[src/ccpl_defs.vh]
// constants for the card coupler host control block
`ifndef CCPL_DEFS_VH
`define CCPL_DEFS_VH
// command byte layout
`define CCPL_CMD_ADDR_HI    7
`define CCPL_CMD_ADDR_LO    6
`define CCPL_CMD_ASYNC_BIT  5
`define CCPL_CMD_SUPPLY_BIT 4
// status byte layout
`define CCPL_ST_ADDR0_BIT   0
`define CCPL_ST_ADDR1_BIT   1
`define CCPL_ST_UVLO_BIT    2
`define CCPL_ST_OVLD_BIT    3
`define CCPL_ST_PRES_BIT    4
// reset values
`define CCPL_CTRL_RST       8'h00
// power-down step time, ns, and cycles at 8 ns
`define CCPL_PDN_STEP_NS    1000
`define CCPL_CLK_NS         8
`define CCPL_PDN_STEP_CYC   ((`CCPL_PDN_STEP_NS + `CCPL_CLK_NS - 1) / `CCPL_CLK_NS)
`endif

[src/ccpl_sync.v]
// two-flop synchroniser bank for asynchronous inputs
`timescale 1ns/100ps
module ccpl_sync #(
	parameter W = 1
) (
	core_clk,
	resetn,
	d_in,
	q_out
);
	input  wire         core_clk;  // system clock
	input  wire         resetn;    // async reset, low active
	input  wire [W-1:0] d_in;      // raw inputs
	output wire [W-1:0] q_out;     // synchronised inputs

	////////////////////////////////////////////////////////////////////////
	genvar i;
	generate
		for (i = 0; i < W; i = i + 1) begin : g_bit
			reg s1_reg;  // first stage, read by second only
			reg s2_reg;  // second stage
			// two flops per bit
			always @(posedge core_clk or negedge resetn) begin
				if (!resetn) begin
					s1_reg <= 1'b0;
					s2_reg <= 1'b0;
				end else begin
					s1_reg <= d_in[i];
					s2_reg <= s1_reg;
				end
			end
			assign q_out[i] = s2_reg;
		end
	endgenerate
endmodule // ccpl_sync

[src/ccpl_top.v]
// host control and status logic of the card coupler
`timescale 1ns/100ps
`include "ccpl_defs.vh"
module ccpl_top #(
	parameter [1:0] CHIP_ADDR = 2'h0  // board strap address
) (
	core_clk,
	resetn,
	spi_clk,
	spi_cs_n,
	spi_mosi,
	spi_miso,
	spi_miso_oe,
	io_pullup_enable,
	card_supply_undervoltage,
	card_supply_overload,
	card_present_n,
	io_pullup_on,
	io_xlat_en,
	supply_conv_en,
	card_pdn_active
);
	input  wire core_clk;                 // system clock
	input  wire resetn;                   // async reset, low active
	input  wire spi_clk;                  // serial clock pin
	input  wire spi_cs_n;                 // chip select, low active
	input  wire spi_mosi;                 // serial data in
	output reg  spi_miso;                 // serial data out level
	output reg  spi_miso_oe;              // serial out drive enable
	input  wire io_pullup_enable;         // pull-up enable pin
	input  wire card_supply_undervoltage; // comparator, supply low
	input  wire card_supply_overload;     // comparator, supply overload
	input  wire card_present_n;           // card detect, low active
	output reg  io_pullup_on;             // pull-up switch
	output reg  io_xlat_en;               // data translator enable
	output reg  supply_conv_en;           // card supply converter run
	output reg  card_pdn_active;          // power-down sequence running

	////////////////////////////////////////////////////////////////////////
	// overview: pins are synchronised first; a frame shifter takes the
	// command while the status byte goes out; the command applies when
	// chip select rises after a full byte; a small state machine runs
	// the card supply, which an undervoltage never touches

	////////////////////////////////////////////////////////////////////////
	// input synchronisers
	// every outside pin but clock and reset passes two flops before any logic reads it
	// cs and card detect pass inverted, so a cleared synchroniser
	// reads deselected and no card: no false frame after reset
	wire [6:0] sy;
	ccpl_sync #(.W(7)) u_sync (
		.core_clk (core_clk),
		.resetn   (resetn),
		.d_in     ({spi_clk, ~spi_cs_n, spi_mosi, io_pullup_enable,
		            card_supply_undervoltage, card_supply_overload, ~card_present_n}),
		.q_out    (sy)
	);
	wire s_sck  = sy[6];  // serial clock
	wire s_csn  = ~sy[5]; // chip select, low active
	wire s_mosi = sy[4];  // data in
	wire s_pue  = sy[3];  // pull-up enable
	wire s_uv   = sy[2];  // undervoltage
	wire s_ov   = sy[1];  // overload
	wire s_pres = sy[0];  // card present

	////////////////////////////////////////////////////////////////////////
	// serial clock edge detect
	// clock idles low and the delay flop clears low: no false edge
	// rise samples data in, fall moves the next status bit out
	reg  sck_d_reg;  // delayed serial clock
	wire sck_rise = s_sck & ~sck_d_reg;
	wire sck_fall = ~s_sck & sck_d_reg;
	always @(posedge core_clk or negedge resetn) begin
		if (!resetn)
			sck_d_reg <= 1'b0;
		else
			sck_d_reg <= s_sck;
	end

	////////////////////////////////////////////////////////////////////////
	// frame shifter state
	// all shifting stops while chip select is high
	reg [7:0] rx_reg;      // incoming command bits
	reg [7:0] tx_reg;      // outgoing status bits
	reg [3:0] cnt_reg;     // bits taken this frame
	reg       csn_d_reg;   // delayed chip select
	reg       fault_reg;   // sticky overload record
	reg       async_reg;   // asynchronous mode chosen
	reg       sel_reg;     // sub-address selected
	reg       sup_req_reg; // host asks supply on
	// chip select fall, seen after the synchroniser
	wire      frame_start = csn_d_reg & ~s_csn;
	wire [7:0] status_byte;
	// status byte is sampled once, at the start of the frame
	// upper three bits carry nothing
	assign status_byte[7:5]                = 3'h0;
	assign status_byte[`CCPL_ST_PRES_BIT]  = s_pres;
	assign status_byte[`CCPL_ST_OVLD_BIT]  = fault_reg;
	assign status_byte[`CCPL_ST_UVLO_BIT]  = s_uv;
	assign status_byte[`CCPL_ST_ADDR1_BIT] = CHIP_ADDR[1];
	assign status_byte[`CCPL_ST_ADDR0_BIT] = CHIP_ADDR[0];

	// shift status out, command in, within one frame
	always @(posedge core_clk or negedge resetn) begin
		if (!resetn) begin
			rx_reg    <= `CCPL_CTRL_RST;
			tx_reg    <= `CCPL_CTRL_RST;
			cnt_reg   <= 4'h0;
			csn_d_reg <= 1'b1;
		end else begin
			csn_d_reg <= s_csn;
			// deselected: hold the count at zero, ignore the pins
			if (s_csn) begin
				cnt_reg <= 4'h0;
			end else if (frame_start) begin
				tx_reg  <= status_byte;
				cnt_reg <= 4'h0;
			end else begin
				// sample on rise, shift out on fall
				// counter stops at eight, later bits are dropped
				if (sck_rise && cnt_reg != 4'h8) begin
					rx_reg  <= {rx_reg[6:0], s_mosi};
					cnt_reg <= cnt_reg + 4'h1;
				end
				if (sck_fall)
					tx_reg <= {tx_reg[6:0], 1'b0};
			end
		end
	end

	////////////////////////////////////////////////////////////////////////
	// latch command at frame end when all eight bits arrived
	// a short frame changes nothing; a foreign address only deselects
	// mode and supply request hold until the next addressed command
	wire frame_end = ~csn_d_reg & s_csn;
	wire addr_hit  = rx_reg[`CCPL_CMD_ADDR_HI:`CCPL_CMD_ADDR_LO] == CHIP_ADDR;
	wire cmd_take  = frame_end & (cnt_reg == 4'h8); // full command only
	always @(posedge core_clk or negedge resetn) begin
		if (!resetn) begin
			sel_reg     <= 1'b0;
			async_reg   <= 1'b0;
			sup_req_reg <= 1'b0;
		end else if (cmd_take) begin
			sel_reg <= addr_hit;
			if (addr_hit) begin
				async_reg   <= rx_reg[`CCPL_CMD_ASYNC_BIT];
				sup_req_reg <= rx_reg[`CCPL_CMD_SUPPLY_BIT];
			end
		end
	end

	////////////////////////////////////////////////////////////////////////
	// supply control: overload shuts down, undervoltage ignored
	localparam [2:0] ST_OFF = 3'h1;  // converter stopped
	localparam [2:0] ST_ON  = 3'h2;  // converter running
	localparam [2:0] ST_PDN = 3'h4;  // power-down sequence
	reg [2:0]  st_reg;   // supply state
	reg [15:0] pdn_reg;  // power-down step timer
	reg        ov_d_reg; // delayed overload for edge
	// step length as a full word, cut to the timer width on purpose
	wire [31:0] pdn_step = `CCPL_PDN_STEP_CYC;
	// undervoltage is reported in the status byte only
	// the power-down timer only runs in the power-down state
	always @(posedge core_clk or negedge resetn) begin
		if (!resetn) begin
			st_reg    <= ST_OFF;
			pdn_reg   <= 16'h0000;
			fault_reg <= 1'b0;
			ov_d_reg  <= 1'b0;
		end else begin
			ov_d_reg <= s_ov;
			// new overload beats clear by a fresh frame
			if (s_ov & ~ov_d_reg)
				fault_reg <= 1'b1;
			else if (cmd_take && addr_hit)
				fault_reg <= 1'b0;
			// one-hot supply states
			case (st_reg)
				ST_OFF: begin
					// restart only on request with no fault pending
					if (sup_req_reg && !fault_reg)
						st_reg <= ST_ON;
				end
				ST_ON: begin
					// undervoltage deliberately has no effect here
					if (s_ov || !sup_req_reg) begin
						st_reg  <= ST_PDN;
						pdn_reg <= pdn_step[15:0];
					end
				end
				ST_PDN: begin
					// count out the power-down step, then stop
					if (pdn_reg == 16'h0001)
						st_reg <= ST_OFF;
					pdn_reg <= pdn_reg - 16'h0001;
				end
				default: st_reg <= ST_OFF;
			endcase
		end
	end

	////////////////////////////////////////////////////////////////////////
	// registered pin outputs
	// every pin leaves a flip-flop; miso held low while deselected
	// translator follows select, async mode and chip select low
	// supply enable and power-down flag decode the one-hot state
	always @(posedge core_clk or negedge resetn) begin
		if (!resetn) begin
			spi_miso        <= 1'b0;
			spi_miso_oe     <= 1'b0;
			io_pullup_on    <= 1'b0;
			io_xlat_en      <= 1'b0;
			supply_conv_en  <= 1'b0;
			card_pdn_active <= 1'b0;
		end else begin
			spi_miso        <= ~s_csn & tx_reg[7];
			spi_miso_oe     <= ~s_csn;
			io_pullup_on    <= s_pue;
			io_xlat_en      <= ~s_csn & sel_reg & async_reg;
			supply_conv_en  <= st_reg == ST_ON;
			card_pdn_active <= st_reg == ST_PDN;
		end
	end
endmodule // ccpl_top

[config.mk]
export PLATFORM = sky130hd
export DESIGN_NAME = ccpl_top
export DESIGN_NICKNAME = d
export VERILOG_FILES = /design/src/ccpl_sync.v /design/src/ccpl_top.v
export VERILOG_INCLUDE_DIRS = /design/src
export SDC_FILE = /design/constraint.sdc
export NUM_CORES = 1
export LEC_CHECK = 0
export ABC_CLOCK_PERIOD_IN_PS = 2009
export BUFFER_PORTS_ARGS = -buffer_cell sky130_fd_sc_hd__clkbuf_2
export CAP_MARGIN = 30
export CELL_PAD_IN_SITES_DETAIL_PLACEMENT = 2
export CELL_PAD_IN_SITES_GLOBAL_PLACEMENT = 2
export CORE_UTILIZATION = 41
export CTS_BUF_LIST = sky130_fd_sc_hd__clkbuf_16
export DETAILED_ROUTE_END_ITERATION = 10
export GPL_ROUTABILITY_DRIVEN = 0
export GPL_TIMING_DRIVEN = 0
export PLACE_DENSITY_LB_ADDON = 0.15
export SYNTH_ARGS = -nofsm -noshare
export SYNTH_HDL_FRONTEND = slang
export SYNTH_SLANG_ARGS = --single-unit
[constraint.sdc]
create_clock -name core_clk -period 2.01 [get_ports core_clk]
set_input_delay 0.402 -clock core_clk [delete_from_list [all_inputs] [get_ports core_clk]]
set_output_delay 0.402 -clock core_clk [all_outputs]
set_load 0.05 [all_outputs]
* Word level (Yosys, flattened, before mapping)
Cells that the tools add are included.
Word-level totals: memory bits (writable) 0, latch bits 0, flip-flop bits (word level) 66, memories kept 0, ROM bits 0
Operators by class: equal/unequal tests 10, add/sub/neg operators 2, mux-type cells 13, reduce and logical (&&, ||, !) cells 15, div/mod/pow operators 0, shift-type cells 0, bitwise gates (word level) 17, multipliers 0, order comparisons 0
Operators by type and width (number):
- one-hot mux 16 bit (2 select lines) | 1
- equality test 16 x 1 -> 1 bit (second input constant) | 1
- 2-to-1 mux 16 bit | 1
- 2-to-1 mux 8 bit | 2
- subtractor 16 x 1 -> 16 bit (second input constant) | 1
- 2-to-1 mux 4 bit | 3
- bitwise AND 1 bit | 9
- 2-to-1 mux 3 bit | 3
- one-hot mux 3 bit (3 select lines) | 1
- NOT 1 bit | 8
- inequality test 2 bit (second input constant) | 3
- AND reduction 2 bit | 3
- AND reduction 3 bit | 2
- nonzero test 2 bit | 3
- adder 4 x 1 -> 4 bit (second input constant) | 1
- equality test 4 bit (second input constant) | 1
- inequality test 4 bit (second input constant) | 1
- equality test 3 x 1 -> 1 bit (second input constant) | 1
- equality test 3 x 2 -> 1 bit (second input constant) | 1
- equality test 3 bit (second input constant) | 1
- logical AND 1 bit | 3
- inequality test 3 bit (second input constant) | 1
- logical NOT 1 bit | 2
- logical NOT 2 bit | 1
- 2 further kinds | 3

* Longest topological paths before layout
Gate-level depths: netlist of run 1.
depth after elaboration 6, gate-level depth with buffers 7, mapped depth without buffers 6

* Cells and area by module
Synthesis of run 1 repeated with hierarchy kept, for this count alone.
Second synthesis, totals: cells, all modules 204, area total of the unflattened synthesis 2571.2 sq um
By module, submodules not included:
- ccpl_top | times used 1, cells an instance 183, area each 2168.3 sq um
- ccpl_sync | times used 1, cells an instance 21, area each 402.9 sq um

* Worst setup path before layout of run 1
OpenSTA, ideal clock, no wires.
path kind flip-flop to flip-flop, from register pdn_reg[8], to register pdn_reg[15], data arrival time 1.690 ns, path slack 0.191 ns, cell stages (with the launch flop) 6, required time 1.880 ns, cell sequence dfrtp_1 or4_1 buf_2 or4_4 o211ai_1 o31ai_1
On the way: word-level cells in the longest chain between the ends 2
RTL lines:
- from (decl) | line ccpl_top.v:158 | reg [15:0] pdn_reg;
- from (signal assigned) | line ccpl_top.v:188 | pdn_reg <= pdn_step[15:0];
- from (signal assigned) | line ccpl_top.v:195 | pdn_reg <= pdn_reg - 16'h0001;
- subtractor 16 x 1 -> 16 bit | line ccpl_top.v:195
- one-hot mux 16 bit (2 select lines) | line ccpl_top.v:178 | case (st_reg)
No other way between the ends. A chain may end at the register's enable or synchronous reset.

* Worst setup path in the final report of run 1
from register pdn_reg[11], to register pdn_reg[15]
The elaborated chain is that of the path after synthesis.

==> results of run 1 <==
-- worst register-to-register path: cells and delay by family (launching register included) --
| family | cells | cell delay, ns |
|---|---|---|
| simple gates | 2 | 0.98 |
| buf+inv | 1 | 0.15 |
| flops | 1 | 0.40 |
| compound gates | 2 | 0.32 |
-- metrics by stage --
stage / total power (uW) / cells
after floorplan: 1470 / 195
after global placement: 1520 / 281
after detailed placement: 1540 / 281
after CTS: 3150 / 301
after global routing: 3220 / 304
final: 3110 / 304
-- final cells by class --
class | instances | area (sq um)
multi-input combinational | 114 | 837
fill | 558 | 2630
timing repair buffer | 23 | 140
buffer | 3 | 18.8
inverter | 13 | 53.8
sequential | 64 | 1610
clock inverter | 6 | 76.3
clock buffer | 9 | 225
tap | 72 | 90.1
-- per-layer routing --
layer	vias up	GRT usage
met2	29	0.387
met3	9	0.0549
met5	-	0
met4	0	0.0839
li1	773	-
met1	890	0.253
-- power breakdown --
part           internal, uW  total [uW]  switching (uW)
clock network          1060        1600             537
registers              1360        1390            37.6
logic                  50.0         119            69.4
total                  2470        3110             644
-- cell usage in the layout, fill, tap and decap left out, types with 4 or more instances in the layout --
master     count
dfrtp_1       61
nand3_1        5
clkbuf_16      9
o2bb2ai_1      5
buf_4          9
inv_1         13
a22oi_1        4
nor3_1         6
mux2i_1        4
o21ai_0        5
nand2_1        8
nor2_1        13
a21oi_1        5
ha_1           4
mux2_2        10
clkbuf_2      13
-- path summary, 6_finish.rpt --
check	to	slack (ns)	cells past startpoint
min in group asynchronous	cnt_reg[1]$_DFFE_PN0P_	0.21	1
worst max-delay path	pdn_reg[15]$_DFFE_PN0P_	0.03	5
worst max register to register	pdn_reg[15]$_DFFE_PN0P_	0.03	5
worst min-delay path	u_sync.g_bit[1].s1_reg$_DFF_PN0_	0.18	1
worst min register to register	u_sync.g_bit[0].s2_reg$_DFF_PN0_	0.35	0
max in group asynchronous	pdn_reg[8]$_DFFE_PN0P_	1.17	1
-- cell families after synthesis --
| group | after synthesis |
|---|---|
| xor gates and xnor gates | 3 |
| and+or+nand+nor | 54 |
| DFF | 64 |
| adders and majority gates | 4 |
| AOI/OAI and AO/OA | 39 |
| muxes | 14 |
| buffers and inverters | 17 |
-- repair_timing --
item	4_1_cts	5_1_grt
setup endpoints to repair	13	5
setup buffers	6	3
resized for setup	3	8
hold endpoints to repair	0	0
pin swaps	1	1
==> results.md, run 1 <==
- Largest area contributor in the netlist: dfrtp_1
- GRT Overall Usage: 0.219
- Maximum vdd drop: 0.616 mV
- Vias: 1,701
- Max Slew Vio Count: 0
- Simple-gate share of the synthesized area: 0.117
- Largest net degree at the start of global routing: 65
- XOR/XNOR Fraction of Synth Area: 0.0106
- Post-Route Setup TNS: 0 ns
- Crit path max-delay family: simple AND/OR/NAND/NOR gates
- Max Clk Rate: 506 MHz
- Mux contribution to synthesized area: 0.0616
- Post-synthesis compound-gate area fraction: 0.115
- Area of the die: 6360 sq um
- WP data arrival: 2.18 ns
- Final Skew: 0.00646 ns
- Io pins: 15
- Pre-CTS setup slack: -0.358 ns
- Largest family of logic cells by synthesized area: simple AND/OR/NAND/NOR gates
- Async S/R FF share, synth: 1.00
- Max_cap viols: 0
- Clk sink count: 64
- CP Class: flip-flop to flip-flop
- Placed cell area: 2640 sq um
- Fin util: 0.537
- Synth top area share: 0.626
- # DRC: 0
- Wl on met1: 2480 microns
- Chip width: 79.7 microns
- Fin nets: 241
- TritonCTS buffer count: 9
- Ratio of total power to cell area: 1020 nW/um^2
- Post-synthesis cell type count: 42
- Per-cell routed wire length: 19.7 microns
- Period utilization: 0.984
- Final Hold Viols: 0
- Final setup viols: 0
- CP startpoint: pdn_reg[11]$_DFFE_PN0P_
- Worst-skew pair later-pin latency: 0.33 ns
- CTS tree: yes
- Vias in the first global route: 1,898
- Hold-fix buffers, CTS: 0
- Hold/Removal Path Class: primary input to flip-flop
- Met3 wire len: 154 microns
- Die Span Y: 79.7 microns
- Slowest CP cell: or4_4
- Site Rows: 27
- Final WS setup: 0.0326 ns
- Adder-cell area share of the yosys netlist: 0.0202
- Post-DP HPWL: 3810 microns
- CP endpoint kind: flip-flop
- Largest register FFs: 16
- Synth area leaders: dfrtp_1, mux2_2, dfstp_2, ha_1, nor2_1
- Max clock buf depth: 2
- First-pass GRT wire length: 10,000 microns
- CORE AREA: 5680 sq um
- Critical Path Source Type: flip-flop
- Post-synth EDFFs: 0
- First-pass DRT Iterations: 4
- Initial core utilization: 0.437
- Vias per cell: 5.60
- WHS: 0.179 ns
- Synth cell count leaders: dfrtp_1, nor2_1, inv_1
- Critical Path Fanout Max: 6
- Status: complete, no violations
- Max-Slew Margin vs Limit: 0.416
- Routed Wire Length: 5990 microns
- Met2 routed WL: 3280 microns
- Global route overflow: 0
- Register area share after synthesis: 0.647
- Avg Synthesized Cell Area: 12.7 sq um
- Post-synthesis register bit count: 64
- Top FF cell, synth: dfrtp_1
- Lkg Pwr: 0.00141 uW
- Fin area: 3050 sq um
- Cell count after synthesis: 195
- Required @ worst endpoint: 2.21 ns
- IO Port Bufs: 14
- Final Critical Period: 1.98 ns
- ANT nets after route: 0
- Htree depth: 3
- Hold Path Origin: card_supply_overload
- Worst R2R Start: pdn_reg[11]$_DFFE_PN0P_
- Cell mode on critical path: or4_4
- Mapped Area: 2480 sq um
- Buf/Inv on CP: 1
- Synth Warn #: 0
- Syn Nets: 208
- Crit-path cells: or4_4 -> buf_6 -> or4_4 -> o211ai_1 -> o31ai_1
- Clock-pin slew on the worst setup and hold paths: 0.05 ns
- Max layer used: met4
- Antenna diode count: 0
- Clk root buf: clkbuf_16
- Layout cell share with drive strength beyond 1: 0.263
- Detailed Route Iter0 Violations: 78
- Initial antenna violation count: 0
- Top-count cell post-synth: dfrtp_1
- Area delta synth->final: 23.0%
- CP max stage delay: 0.54 ns
- Measured slew at the worst slew-check pin: 0.875 ns
No activity file was read; power rests on OpenSTA's default activity.
==> run 2: changes to the inputs <==
CAP_MARGIN = 20   (was 30)
CELL_PAD_IN_SITES_DETAIL_PLACEMENT = 0   (was 2)
CELL_PAD_IN_SITES_GLOBAL_PLACEMENT = 1   (was 2)
CORE_UTILIZATION = 45   (was 41)
==> run 2 against run 1 <==
  * Clock skew decreased by 0.0029 ns
  * Hold slack improved by 0.0050 ns
  * Sequential share of layout area increased by 1.5 points
  * Core utilization grew 3.2 points
  * Count of clock-buffer cells in the layout unchanged
  * Final area is 2.8% lower
  * Die area down 8.7%
  * Maximum frequency increased by 4.1%
==> results.md, run 2 (synthesis gave the netlist of run 1 again) <==
- Status: complete, no violations
- Worst-skew pair later-pin latency: 0.32 ns
- Vias in the first global route: 1,602
- Detailed Route Iter0 Violations: 38
- Register area: 1610 sq um
- Die Span Y: 76.2 microns
- Hold depth: 1
- TritonCTS buffer count: 9
- CORE AREA: 5200 sq um
- Crit path max-delay family: simple AND/OR/NAND/NOR gates
- Vias per cell: 5.36
- Max Slew Vio Count: 0
- Critical Path Source Type: flip-flop
- Largest net degree at the start of global routing: 65
- WP data arrival: 2.16 ns
- Max Clk Rate: 526 MHz
- Area delta synth->final: 19.5%
- Worst reg2reg setup slack: 0.11 ns
- Clock-pin slew on the worst setup and hold paths: 0.05 ns
- Final WS setup: 0.111 ns
- Final Skew: 0.00352 ns
- Clk root buf: clkbuf_16
- Slowest CP cell: or4_1
- Measured slew at the worst slew-check pin: 0.806 ns
- Antenna diode count: 0
- CP endpoint kind: flip-flop
- Maximum vdd drop: 0.504 mV
- Site Rows: 26
- Worst R2R Start: pdn_reg[8]$_DFFE_PN0P_
- Area of the die: 5810 sq um
- Pre-CTS setup slack: -0.0867 ns
- Final Critical Period: 1.90 ns
- Hold/Removal Path Class: primary input to flip-flop
- Critical R2R Capture: st_reg[0]$_DFFE_PN1P_
- Post-DP HPWL: 2760 microns
- Initial core utilization: 0.476
- Commonest non-fill, non-tap cell in the layout: dfrtp_1
- Area occupied by multi-input gates: 818 sq um
- Layout cell share with drive strength beyond 1: 0.229
- Period utilization: 0.945
- # DRC: 0
- Htree depth: 3
- Max_cap viols: 0
- Global route overflow: 0
- First-pass DRT Iterations: 4
- First-pass GRT wire length: 7170 microns
- Most frequent cells in the layout: dfrtp_1, nor2_1, clkbuf_2, inv_1, mux2_2
- Layout fillers: 441
- Per-cell routed wire length: 13.7 microns
- R2R cell count: 5
- Lkg Pwr: 0.00137 uW
- Clk sink count: 64
- Crit-path cells: or4_1 -> buf_2 -> or4_4 -> o21ai_2 -> a21boi_2
- Hold-critical path endpoint: u_sync.g_bit[2].s1_reg$_DFF_PN0_
- WHS: 0.184 ns
- ANT nets after route: 0
- CTS tree: yes
- Max-Slew Margin vs Limit: 0.463
- Routed Wire Length: 4070 microns
- CP max stage delay: 0.47 ns
- Vias: 1,593
- Io pins: 15
- Max clock buf depth: 2
- IO Port Bufs: 14
- Initial antenna violation count: 0
- Required @ worst endpoint: 2.27 ns
- Critical Path Fanout Max: 8
- Buf/Inv on CP: 1
- Tot Pwr: 2970 uW
- CP Class: flip-flop to flip-flop
- Final Hold Viols: 0
- Fin nets: 235
- Final setup viols: 0
- Largest register FFs: 16
- Chip width: 76.2 microns
- Ratio of total power to cell area: 1000 nW/um^2
- GRT Overall Usage: 0.160
- Hold Path Origin: card_supply_undervoltage
## run 2: worst max-delay path by stage
stage	from	end	slack (ns)	cells past startpoint
2_1_floorplan	pdn_reg[8]$_DFFE_PN0P_	pdn_reg[15]$_DFFE_PN0P_	0.19	5
3_3_place_gp	csn_d_reg$_DFF_PN1_	rx_reg[4]$_DFFE_PN0P_	0.02	5
3_5_place_dp	pdn_reg[6]$_DFFE_PN0P_	pdn_reg[13]$_DFFE_PN0P_	-0.09	4
4_1_cts	pdn_reg[6]$_DFFE_PN0P_	pdn_reg[13]$_DFFE_PN0P_	0.01	4
5_1_grt	st_reg[2]$_DFFE_PN0P_	pdn_reg[13]$_DFFE_PN0P_	-0.001	6
6_report	pdn_reg[8]$_DFFE_PN0P_	st_reg[0]$_DFFE_PN1P_	0.11	5
## run 2: metrics by stage
stage           util  cells  TNS (ns)  cell area [sq um]
6_report       0.569    297         0               2960
5_1_grt        0.569    297  -0.00133               2960
4_1_cts        0.563    294         0               2930
3_5_place_dp   0.507    279    -0.287               2640
3_3_place_gp   0.506    279         0               2640
2_1_floorplan      -    195         0               2480
## run 2: per-layer routing
metal	up-vias	track usage	share of wire
met3	13	0.0407	0.034
met1	796	0.195	0.45
li1	760	-	-
met4	0	0.112	0.032
met2	24	0.252	0.49
met5	-	0	0
## run 2: timing repair
item	in CTS	in global routing
setup endpoints to repair	12	5
buffers inserted	0	3
hold buffers	0	0
resized for setup	1	2
pin swaps	0	2
## run 2: layout make-up
class,instances,share of cell area
Sequential cell,64,0.542
Timing Repair Buffer,17,0.0321
Inverter,13,0.0182
Tap cell,70,0.0296
Clock buffer,9,0.0761
Buffer,3,0.00423
Multi-Input combinational cell,114,0.276
Clock inverter,7,0.0211
## run 2: where the power goes
| group | switching (uW) | total (uW) | internal, uW |
|---|---|---|---|
| sequential | 36.6 | 1390 | 1360 |
| clock | 516 | 1460 | 944 |
| combinational | 63.2 | 113 | 49.8 |
| total | 616 | 2970 | 2350 |
==> run 3: changes to the inputs <==
CORE_UTILIZATION = 32   (was 45)
==> run 3 against run 2 <==
  * Critical path depth unchanged
  * Via count decreased by 1.4%
  * Hold slack got worse by 0.090 ns
  * Flip-flop and latch count unchanged
  * Die area increased by 39%
  * Combinational power increased by 5%
  * Global-route usage decreased by 4.3 points
  * Routed wire length increased by 2.7%
  * Sequential share of layout area decreased by 0.99 points
  * Cell count increased by 10%
  * Count of clock-buffer cells in the layout unchanged
  * Clock power decreased by 8%
==> results.md, run 3 (synthesis gave the netlist of run 1 again) <==
- Largest register FFs: 16
- Final setup viols: 0
- Hold/Removal Path Class: primary input to asynchronous set/reset pin
- Commonest non-fill, non-tap cell in the layout: dfrtp_1
- Tot Pwr: 2850 uW
- Final Skew: 0.00331 ns
- Vias in the first global route: 1,541
- Post-DP HPWL: 2580 microns
- Max Slew Vio Count: 0
- Fin area: 3020 sq um
- Critical Path Fanout Max: 6
- Htree depth: 3
- Fin nets: 237
- Most frequent cells in the layout: dfrtp_1, nor2_1, clkbuf_2, inv_1, mux2_2
- First-pass GRT wire length: 7390 microns
- CP max stage delay: 0.54 ns
- Slowest CP cell: or4_4
- Vias per cell: 4.79
- Max clock buf depth: 2
- # DRC: 0
- CP Class: flip-flop to flip-flop
- Per-cell routed wire length: 12.7 microns
- RSZ-0062 raised after global routing: false
- Layout fillers: 716
- Antenna diode count: 0
- Vias: 1,570
- Initial antenna violation count: 0
- Ratio of total power to cell area: 946 nW/um^2
- First-pass DRT Iterations: 4
- Clock-pin slew on the worst setup and hold paths: 0.05 ns
- Largest net degree at the start of global routing: 65
- Area of the die: 8100 sq um
- Detailed Route Iter0 Violations: 53
- Pre-CTS setup slack: -0.0570 ns
- Max_cap viols: 0
- Layout cell share with drive strength beyond 1: 0.240
- Critical Path Source Type: flip-flop
- IO Port Bufs: 14
- ANT nets after route: 0
- Crit-path cells: or4_4 -> buf_6 -> or4_4 -> o211ai_1 -> o31ai_1
- Io pins: 15
- Final WS setup: 0.102 ns
- Max Clk Rate: 524 MHz
- Max-Slew Margin vs Limit: 0.646
- Period utilization: 0.949
- GRT Overall Usage: 0.118
- Initial core utilization: 0.336
- CORE AREA: 7370 sq um
- Worst-skew pair later-pin latency: 0.32 ns
- Placed cell area: 2700 sq um
- Area delta synth->final: 21.7%
- Global route overflow: 0
- Routed Wire Length: 4180 microns
- Clk root buf: clkbuf_16
- Die Span Y: 90.0 microns
- Status: complete, no violations
- Chip width: 90.0 microns
- Lkg Pwr: 0.00137 uW
- Site Rows: 31
- CP endpoint kind: flip-flop
- Final Critical Period: 1.91 ns
- Maximum vdd drop: 0.486 mV
- WP data arrival: 2.11 ns
- CTS tree: yes
- TritonCTS buffer count: 9
- Required @ worst endpoint: 2.21 ns
- WHS: 0.0940 ns
- Cell mode on critical path: or4_4
- Measured slew at the worst slew-check pin: 0.530 ns
- Final Hold Viols: 0
- Clk sink count: 64
- Post-Route Setup TNS: 0 ns
==> run 3: changes by cell type in the layout (fill, tap and decap cells not counted), sizes merged <==
| cell | before | now |
|---|---|---|
| bufinv | 1 | 0 |
| clkinvlp | 2 | 3 |
| buf | 4 | 6 |
==> run 3: cell type report <==
| type | instances | area [sq um] | share of cell area |
|---|---|---|---|
| flip-flops and latches | 64 | 1610 | 0.532 |
| multi-input cells | 114 | 820 | 0.272 |
| clock buffers | 9 | 225 | 0.0747 |
| repair buffers | 19 | 130 | 0.0432 |
| well taps | 99 | 124 | 0.0411 |
| inverters | 13 | 53.8 | 0.0178 |
| clock inverters | 7 | 38.8 | 0.0129 |
| plain buffers | 3 | 18.8 | 0.00622 |
==> run 3: final timing paths <==
path                       slack [ns]                               end                             start  cells after the start
setup / recovery                 0.10           pdn_reg[15]$_DFFE_PN0P_           pdn_reg[11]$_DFFE_PN0P_                      5
hold / removal                   0.09  u_sync.g_bit[4].s2_reg$_DFF_PN0_                            resetn                      2
setup reg to reg                 0.10           pdn_reg[15]$_DFFE_PN0P_           pdn_reg[11]$_DFFE_PN0P_                      5
hold reg to reg                  0.35  u_sync.g_bit[3].s2_reg$_DFF_PN0_  u_sync.g_bit[3].s1_reg$_DFF_PN0_                      0
max in group asynchronous        1.59               csn_d_reg$_DFF_PN1_                            resetn                      2
min in group core_clk            0.19  u_sync.g_bit[1].s1_reg$_DFF_PN0_              card_supply_overload                      1
==> run 3: worst max-delay path, delay by kind of cell (launching register included) <==
family                 cells  cell delay, ns
flip-flops                 1            0.39
AO/OA/AOI/OAI              2            0.28
AND/OR/NAND/NOR            2            0.98
buffers and inverters      1            0.14
==> run 3: stage by stage <==
stage	instances	util
2_1_floorplan	195	-
3_3_place_gp	308	0.362
3_5_place_dp	309	0.367
4_1_cts	324	0.403
5_1_grt	328	0.409
6_report	328	0.409
==> run 3: repair_timing <==
item                                    4_1_cts  5_1_grt
pin swaps                                     0        3
buffers inserted                              0        4
endpoints found under the setup margin       11        5
hold buffers                                  0        0
resized for setup                             1        5
==> run 3: report_power, final <==
part / switching (uW) / internal [uW]
Clock: 527 / 816
Combinational: 64.2 / 55.2
Sequential: 33.0 / 1360
==> run 3: metal layers <==
metal	up-vias	wire length, microns	track usage
li1	768	-	-
met1	774	2120	0.159
met2	20	1830	0.165
met3	8	113	0.0279
met4	0	110	0.0847
met5	-	0	0
